[src/design/sys_integ_pkg.sv]
package sys_integ_pkg;

	localparam int ADDR_W = 18;
	localparam int DATA_W = 32;
	localparam int REG_W  = 8;

	// register indices; byte address is four times the index
	localparam logic [15:0] IDX_BREAK_STATUS = 16'hFE00;
	localparam logic [15:0] IDX_RESET_CAUSE  = 16'hFE01;
	localparam logic [15:0] IDX_BREAK_CTRL   = 16'hFE03;

	localparam logic [1:0] ADDR_LSB = 2'h0;
	localparam logic [ADDR_W-1:0] ADDR_BREAK_STATUS = {IDX_BREAK_STATUS, ADDR_LSB};
	localparam logic [ADDR_W-1:0] ADDR_RESET_CAUSE  = {IDX_RESET_CAUSE, ADDR_LSB};
	localparam logic [ADDR_W-1:0] ADDR_BREAK_CTRL   = {IDX_BREAK_CTRL, ADDR_LSB};

	// field positions
	localparam int BIT_BREAK_EXIT   = 0;
	localparam int BIT_BREAK_CLR_EN = 0;
	localparam int BIT_POR          = 5;
	localparam int BIT_PIN          = 4;
	localparam int BIT_WATCHDOG     = 3;
	localparam int BIT_ILL_OPCODE   = 2;
	localparam int BIT_ILL_ADDRESS  = 1;
	localparam int BIT_LOW_VOLTAGE  = 0;

	// reset values
	localparam logic [REG_W-1:0] RST_BREAK_STATUS = 8'h00;
	localparam logic [REG_W-1:0] RST_RESET_CAUSE  = 8'h20;
	localparam logic [REG_W-1:0] RST_BREAK_CTRL   = 8'h00;
	localparam logic [REG_W-1:0] REG_ZERO         = 8'h00;
	localparam logic [DATA_W-1:0] DATA_ZERO       = 32'h00000000;

	localparam int GUARD_CH = 2;

	typedef struct packed {
		logic pin;
		logic watchdog;
		logic illegal_opcode;
		logic illegal_address;
		logic address_is_fetch;
		logic low_voltage;
	} reset_src_t;

	typedef struct packed {
		logic [ADDR_W-1:0] addr;
		logic              write;
		logic [DATA_W-1:0] wdata;
	} apb_req_t;

	typedef enum logic [1:0] {
		SEL_NONE  = 2'b00,
		SEL_BREAK = 2'b01,
		SEL_CAUSE = 2'b10,
		SEL_CTRL  = 2'b11
	} reg_sel_t;

	typedef enum logic {
		GUARD_IDLE  = 1'b0,
		GUARD_ARMED = 1'b1
	} guard_state_t;

endpackage

[src/design/apb_reg_port.sv]
`timescale 1ns/1ns
module apb_reg_port (
	input  wire logic                            pclk,
	input  wire logic                            presetn,
	input  wire logic                            psel,
	input  wire logic                            penable,
	input  wire sys_integ_pkg::apb_req_t         req,
	input  wire logic [sys_integ_pkg::REG_W-1:0] rd_break,
	input  wire logic [sys_integ_pkg::REG_W-1:0] rd_cause,
	input  wire logic [sys_integ_pkg::REG_W-1:0] rd_ctrl,
	output logic                                 pready,
	output logic                                 pslverr,
	output logic [sys_integ_pkg::DATA_W-1:0]     prdata,
	output sys_integ_pkg::reg_sel_t              sel,
	output logic                                 access,
	output logic                                 mapped
);
	import sys_integ_pkg::*;

	logic [DATA_W-1:0] next_prdata;

	always_comb begin
		sel = SEL_NONE;
		mapped = 1'b1;
		unique case (req.addr)
			ADDR_BREAK_STATUS: sel = SEL_BREAK;
			ADDR_RESET_CAUSE:  sel = SEL_CAUSE;
			ADDR_BREAK_CTRL:   sel = SEL_CTRL;
			default:           mapped = 1'b0;
		endcase
	end

	// zero wait states: access phase always completes
	assign access  = psel & penable;
	assign pready  = access;
	assign pslverr = access & ~mapped;

	// read data sampled in setup so the access edge can clear what was shown
	always_comb begin
		next_prdata = prdata;
		if (psel && !penable) begin
			next_prdata = DATA_ZERO;
			unique case (sel)
				SEL_BREAK: next_prdata[REG_W-1:0] = rd_break;
				SEL_CAUSE: next_prdata[REG_W-1:0] = rd_cause;
				SEL_CTRL:  next_prdata[REG_W-1:0] = rd_ctrl;
				SEL_NONE:  next_prdata = DATA_ZERO;
			endcase
		end
	end

	always_ff @(posedge pclk or negedge presetn) begin
		if (!presetn) begin
			prdata <= DATA_ZERO;
		end else begin
			prdata <= next_prdata;
		end
	end

endmodule

[src/design/reset_and_break_status_regs.sv]
`timescale 1ns/1ns
module reset_and_break_status_regs (
	input  wire logic                                 pclk,
	input  wire logic                                 presetn,
	input  wire logic                                 psel,
	input  wire logic                                 penable,
	input  wire logic                                 pwrite,
	input  wire logic [sys_integ_pkg::ADDR_W-1:0]     paddr,
	input  wire logic [sys_integ_pkg::DATA_W-1:0]     pwdata,
	output logic                                      pready,
	output logic                                      pslverr,
	output logic [sys_integ_pkg::DATA_W-1:0]          prdata,
	input  wire logic                                 break_exit_event,
	input  wire sys_integ_pkg::reset_src_t            reset_src,
	input  wire logic                                 break_state,
	output logic                                      break_clear_enable,
	output logic                                      clear_allow,
	input  wire logic [sys_integ_pkg::GUARD_CH-1:0]   step_first,
	input  wire logic [sys_integ_pkg::GUARD_CH-1:0]   step_second,
	output logic [sys_integ_pkg::GUARD_CH-1:0]        flag_clear
);
	import sys_integ_pkg::*;

	////////////////////////////////////////////////////////////////////////
	// bus front end

	apb_req_t          req;
	reg_sel_t          sel;
	logic              access;
	logic              mapped;
	logic [REG_W-1:0]  break_status;
	logic [REG_W-1:0]  reset_cause;
	logic [REG_W-1:0]  break_ctrl;
	logic [REG_W-1:0]  shown_cause;
	logic              wr_break;
	logic              wr_ctrl;
	logic              rd_cause;
	logic [REG_W-1:0]  wbyte;

	// one driver for the whole carrier rather than one per field
	assign req = '{addr: paddr, write: pwrite, wdata: pwdata};

	apb_reg_port u_port (
		.pclk     (pclk),
		.presetn  (presetn),
		.psel     (psel),
		.penable  (penable),
		.req      (req),
		.rd_break (break_status),
		.rd_cause (reset_cause),
		.rd_ctrl  (break_ctrl),
		.pready   (pready),
		.pslverr  (pslverr),
		.prdata   (prdata),
		.sel      (sel),
		.access   (access),
		.mapped   (mapped)
	);

	// upper bytes of the write word are dropped: registers are one byte wide
	assign wbyte = pwdata[REG_W-1:0];

	assign wr_break = access & mapped & pwrite & (sel == SEL_BREAK);
	assign wr_ctrl  = access & mapped & pwrite & (sel == SEL_CTRL);
	assign rd_cause = access & mapped & ~pwrite & (sel == SEL_CAUSE);

	// the value returned is the value latched in setup
	assign shown_cause = prdata[REG_W-1:0];

	////////////////////////////////////////////////////////////////////////
	// break flag protection

	// outside break any clear is allowed; inside it only when enabled
	assign clear_allow = ~break_state | break_clear_enable;
	assign break_clear_enable = break_ctrl[BIT_BREAK_CLR_EN];

	////////////////////////////////////////////////////////////////////////
	// break control register

	logic [REG_W-1:0] next_break_ctrl;

	always_comb begin
		next_break_ctrl = break_ctrl;
		if (wr_ctrl) begin
			next_break_ctrl = REG_ZERO;
			next_break_ctrl[BIT_BREAK_CLR_EN] = wbyte[BIT_BREAK_CLR_EN];
		end
	end

	always_ff @(posedge pclk or negedge presetn) begin
		if (!presetn) begin
			break_ctrl <= RST_BREAK_CTRL;
		end else begin
			break_ctrl <= next_break_ctrl;
		end
	end

	////////////////////////////////////////////////////////////////////////
	// reset source decode

	logic             any_reset_event;
	logic [REG_W-1:0] event_cause;

	always_comb begin
		event_cause = REG_ZERO;
		event_cause[BIT_PIN] = reset_src.pin;
		event_cause[BIT_WATCHDOG] = reset_src.watchdog;
		event_cause[BIT_ILL_OPCODE] = reset_src.illegal_opcode;
		// data accesses to an illegal address leave the flag alone
		event_cause[BIT_ILL_ADDRESS] = reset_src.illegal_address
			& reset_src.address_is_fetch;
		event_cause[BIT_LOW_VOLTAGE] = reset_src.low_voltage;
	end

	assign any_reset_event = |event_cause;

	////////////////////////////////////////////////////////////////////////
	// reset cause register

	logic [REG_W-1:0] next_reset_cause;
	logic [REG_W-1:0] read_clear_mask;

	// only the bits the reader saw are cleared, so a cause that lands
	// between setup and access is kept for the next read unless that bit was shown
	always_comb begin
		read_clear_mask = REG_ZERO;
		if (rd_cause && clear_allow) begin
			read_clear_mask = shown_cause;
		end
	end

	always_comb begin
		next_reset_cause = reset_cause & ~read_clear_mask;
		if (any_reset_event) begin
			// a new reset replaces the record of the previous one
			next_reset_cause = event_cause;
		end
	end

	// presetn is the power-on reset of this block
	always_ff @(posedge pclk or negedge presetn) begin
		if (!presetn) begin
			reset_cause <= RST_RESET_CAUSE;
		end else begin
			reset_cause <= next_reset_cause;
		end
	end

	////////////////////////////////////////////////////////////////////////
	// break exit status register

	logic [REG_W-1:0] next_break_status;
	logic             clear_break_exit;

	// only a written zero clears; a written one is ignored
	assign clear_break_exit = wr_break & ~wbyte[BIT_BREAK_EXIT]
		& clear_allow;

	always_comb begin
		next_break_status = break_status;
		if (clear_break_exit) begin
			next_break_status[BIT_BREAK_EXIT] = 1'b0;
		end
		if (any_reset_event) begin
			next_break_status = RST_BREAK_STATUS;
		end
		// an exit event beats a clear in the same cycle
		if (break_exit_event) begin
			next_break_status[BIT_BREAK_EXIT] = 1'b1;
		end
	end

	always_ff @(posedge pclk or negedge presetn) begin
		if (!presetn) begin
			break_status <= RST_BREAK_STATUS;
		end else begin
			break_status <= next_break_status;
		end
	end

	////////////////////////////////////////////////////////////////////////
	// two-step clear guards for flags held elsewhere

	genvar g;
	generate
		for (g = 0; g < GUARD_CH; g++) begin : gen_guard
			two_step_clear_guard u_guard (
				.pclk        (pclk),
				.presetn     (presetn),
				.step_first  (step_first[g]),
				.step_second (step_second[g]),
				.clear_allow (clear_allow),
				.flag_clear  (flag_clear[g])
			);
		end
	endgenerate

endmodule

[src/design/two_step_clear_guard.sv]
`timescale 1ns/1ns
module two_step_clear_guard (
	input  wire logic pclk,
	input  wire logic presetn,
	input  wire logic step_first,
	input  wire logic step_second,
	input  wire logic clear_allow,
	output logic      flag_clear
);
	import sys_integ_pkg::*;

	guard_state_t state;
	guard_state_t next_state;
	logic         next_flag_clear;

	// arming survives break so a pre-break first step still completes
	always_comb begin
		next_state = state;
		next_flag_clear = 1'b0;
		unique case (state)
			GUARD_IDLE: begin
				if (step_first) begin
					next_state = GUARD_ARMED;
				end
			end
			GUARD_ARMED: begin
				if (step_second && clear_allow) begin
					next_state = GUARD_IDLE;
					next_flag_clear = 1'b1;
				end
			end
		endcase
	end

	always_ff @(posedge pclk or negedge presetn) begin
		if (!presetn) begin
			state <= GUARD_IDLE;
			flag_clear <= 1'b0;
		end else begin
			state <= next_state;
			flag_clear <= next_flag_clear;
		end
	end

endmodule

[config.mk]
export PLATFORM = sky130hd
export DESIGN_NAME = reset_and_break_status_regs
export DESIGN_NICKNAME = d
export VERILOG_FILES = /design/src/design/sys_integ_pkg.sv /design/src/design/apb_reg_port.sv /design/src/design/reset_and_break_status_regs.sv /design/src/design/two_step_clear_guard.sv
export SDC_FILE = /design/constraint.sdc
export NUM_CORES = 1
export LEC_CHECK = 0
export BUFFER_PORTS_ARGS = -buffer_cell sky130_fd_sc_hd__buf_2
export CORE_MARGIN = 4
export CORE_UTILIZATION = 41
export DETAILED_ROUTE_END_ITERATION = 16
export PLACE_DENSITY = 0.85
export SYNTH_ARGS = -nofsm -noshare
export SYNTH_HDL_FRONTEND = slang
export SYNTH_HIERARCHICAL = 1
export SYNTH_SLANG_ARGS = --single-unit
[constraint.sdc]
create_clock -name pclk -period 1.8 [get_ports pclk]
set_input_delay 0.18 -clock pclk [delete_from_list [all_inputs] [get_ports pclk]]
set_output_delay 0.18 -clock pclk [all_outputs]
set_load 0.05 [all_outputs]
==> impl_results.md <==
* Status: finished, final reports clean
* Routed WL per cell at approximately 14 um
* Critical path class: primary input to flop
* Initial DRC Count at 24
* Largest net degree at the start of global routing at 23
* Clk Latency, worst-skew pair at 300 ps
* CTS H-tree lvls at 1
* Seq/Total Area, Yosys at a little under two fifths
* Crit end category: flop
* Reg2reg path depth at 3
* GR Overflow Total at 0
* Via count at between 1k and 1.5k
* Hold endpoint: break_status[0]
* Flop2flop setup slack at roughly 480 ps
* Slowest CP cell: or4_1
* Die Width at 67.7 um
* Routed WL at roughly 3.5 mm
* Area of the die at approximately 0.0046 mm2
* Nets at between 200 and 300
* CP Buf/Inv Count at 1
* CP top delay family: simple AND/OR/NAND/NOR gates
* RR Endpoint: break_status[0]
* VDD IR max at roughly 450 uV
* Setup Fix Bufs, Post-CTS at 0
* Post-route clock period utilization at 88.6%
* Worst Max-Slew Pin Slew at 629 ps
* RePlAce Congestion at between 0.7 and 0.8
* Fin. max-slew vios at 0
* Post-DP HPWL at about 2.6 mm
* Worst Clk Skew at slightly below 6 ps
* Area leader, netlist: dfrtp_1
* CTS clk-pin slew, worst paths at approximately 120 ps
* Initial antenna violation count at 0
* Yosys cell types at 38
* Ys async rst share at 100%
* Critical R2R Launch: break_ctrl[0]
* Vias per inst at 4.82
* Hold Vio Cnt, Final at 0
* Slew margin rel. at approximately 58%
* Design Power at between 1 and 1.5 mW
* CP Cell Sequence: buf_2 -> nor4_4 -> and4_2 -> and3_4 -> nand4_1 -> or4_1 -> a41o_1
* Synth Cell Area at between 0.001 and 0.0015 mm2
* Min-Delay Path Class: primary input to flop
* Root buffer cell: clkbuf_4
* CORE AREA at 0.00339 mm2
* Area growth syn-to-layout at 23.6%
* Worst Path Max Fanout at 4
* DRC Markers at 0
* Die H at slightly below 70 um
* Leakage at 0.922 nW
* CTS tree: yes
* Max clock buf depth at 2
* Starting Density at approximately 43%
* Synth warn at 6
* Fmax achieved at between 0.6 and 0.7 GHz
* Final Setup Violations at 0
* Layout fillers at about 320
* Synth Flop Type: dfrtp_1
* Antenna Diode Count at 0
* GRT Total Usage at between 10% and 20%
* Syn Inst Count at between 100 and 150
* I/O Buffers at 49
* Post-route ant nets at 0
* Min cycle time layout at ~1600 ps
* Ratio of cells with drive above 1 in the final layout at around two fifths
* Syn_area_per_cell at roughly 11 um2
* Commonest cells in the netlist: 25 x buf_4, 21 x dfrtp_1, 11 x nor2_1
* Crit start category: primary input
* Finished Core Util at 53.3%
* CTS buffer count at 3
* Post-synth EDFFs at 0
* Hold path depth at 2
* RSZ-0062 raised after global routing: false
* Detailed Routing Iterations Pass 1 at 4
* Hold Startpoint: break_exit_event
* First-pass GRT wire length at 5.38 mm
* Yosys reg bits at 22
* Cell Rows at 21
* Vias in the first global route at around 1.2k
* Sink Count at 22
* Maxcap violations at 0
* Largest cells by area after synthesis: dfrtp_1 36%, buf_4 13%, mux2_4 7.2%
* Count leader, synth: buf_4
* Yosys top cell area share at between 30% and 40%
* WP data required at between 2000 and 2500 ps
* Critical path arrival at approximately 1800 ps
* Io pins at about 110
* Slowest stage delay, CP at about 420 ps
* PwrDens at 693 mW/mm2
[cell usage in the layout (no fill, tap or decap), types with 2 or more instances in the layout]
cell       n
a31oi_1    9
and2_1     3
conb_1    38
nor4_4     4
clkbuf_4   3
inv_1      6
nor3_1     8
nor2_1    11
a21oi_1    3
nand2b_1   3
nand3_1    3
dfrtp_1   21
buf_4      9
a21boi_1   2
mux2_4     7
and3_4     3
a221oi_1   7
nor2_2     3
buf_2     49
[worst max path at each step]
stage          startpoint              end  depth (start not counted)
3_3_place_gp     paddr[1]  break_status[0]                          7
5_1_grt          paddr[1]  break_status[0]                          7
4_1_cts          paddr[1]  break_status[0]                          7
2_1_floorplan    paddr[4]  break_status[0]                          6
3_5_place_dp     paddr[4]  break_status[0]                          7
6_report         paddr[4]  break_status[0]                          7
[stage by stage]
stage | hold slack, ps | instance area, um2 | std cells | worst slack (ps) | TNS (ps)
floorplan | -116 | 1600 | 175 | 11.2 | 0
CTS | 56.7 | 1810 | 255 | 204 | 0
global route | 58.5 | 1810 | 255 | 111 | 0
finish | 68.0 | 1810 | 255 | 205 | 0
detailed placement | 182 | 1760 | 250 | -130 | -130
global placement | 172 | 1760 | 250 | -118 | -118
[power by group]
| part | total, mW | internal (mW) | switching, mW |
|---|---|---|---|
| logic | 0.428 | 0.112 | 0.316 |
| registers | 0.555 | 0.530 | 0.0257 |
| clock network | 0.269 | 0.123 | 0.146 |
| total | 1.25 | 0.765 | 0.488 |
[timing repair]
action,in CTS,in global routing
resized for setup,0,0
hold endpoints to repair,21,0
hold buffers,1,0
[flip-flops by register name, indices dropped and copies added, names as in the netlist]
| register | cells |
|---|---|
| reset_cause | 8 |
| gen_guard.u_guard/flag_clear | 2 |
| gen_guard.u_guard/state | 2 |
| break_ctrl | 1 |
| u_port/prdata | 8 |
| break_status | 1 |
[cells by family (layout without fill, tap and decap cells)]
logic type / Yosys count / after routing / share of synthesized area, %
simple gates: 47 / 47 / 23.3
buf+inv: 35 / 69 / 16.0
compound gates: 24 / 24 / 13.7
flops: 22 / 22 / 37.8
mux: 9 / 9 / 8.73
other cells: 2 / 38 / 0.514
[layout make-up]
| type | count | area (um2) | share of cell area, % |
|---|---|---|---|
| Inverter | 6 | 22.5 | 1.25 |
| Multi-Input combinational cell | 118 | 816 | 45.2 |
| Sequential cell | 22 | 552 | 30.5 |
| Timing Repair Buffer | 59 | 323 | 17.9 |
| Clock buffer | 4 | 36.3 | 2.01 |
| Tap cell | 46 | 57.6 | 3.19 |
[routing by layer]
layer	global-route usage, %	share of wire (%)	routed length [um]
met4	3.80	0.35	12
met2	27.5	53	1830
met3	2.16	8.9	309
met5	0	0	0
met1	19.2	38	1320
No activity file was read; power rests on OpenSTA's default activity.
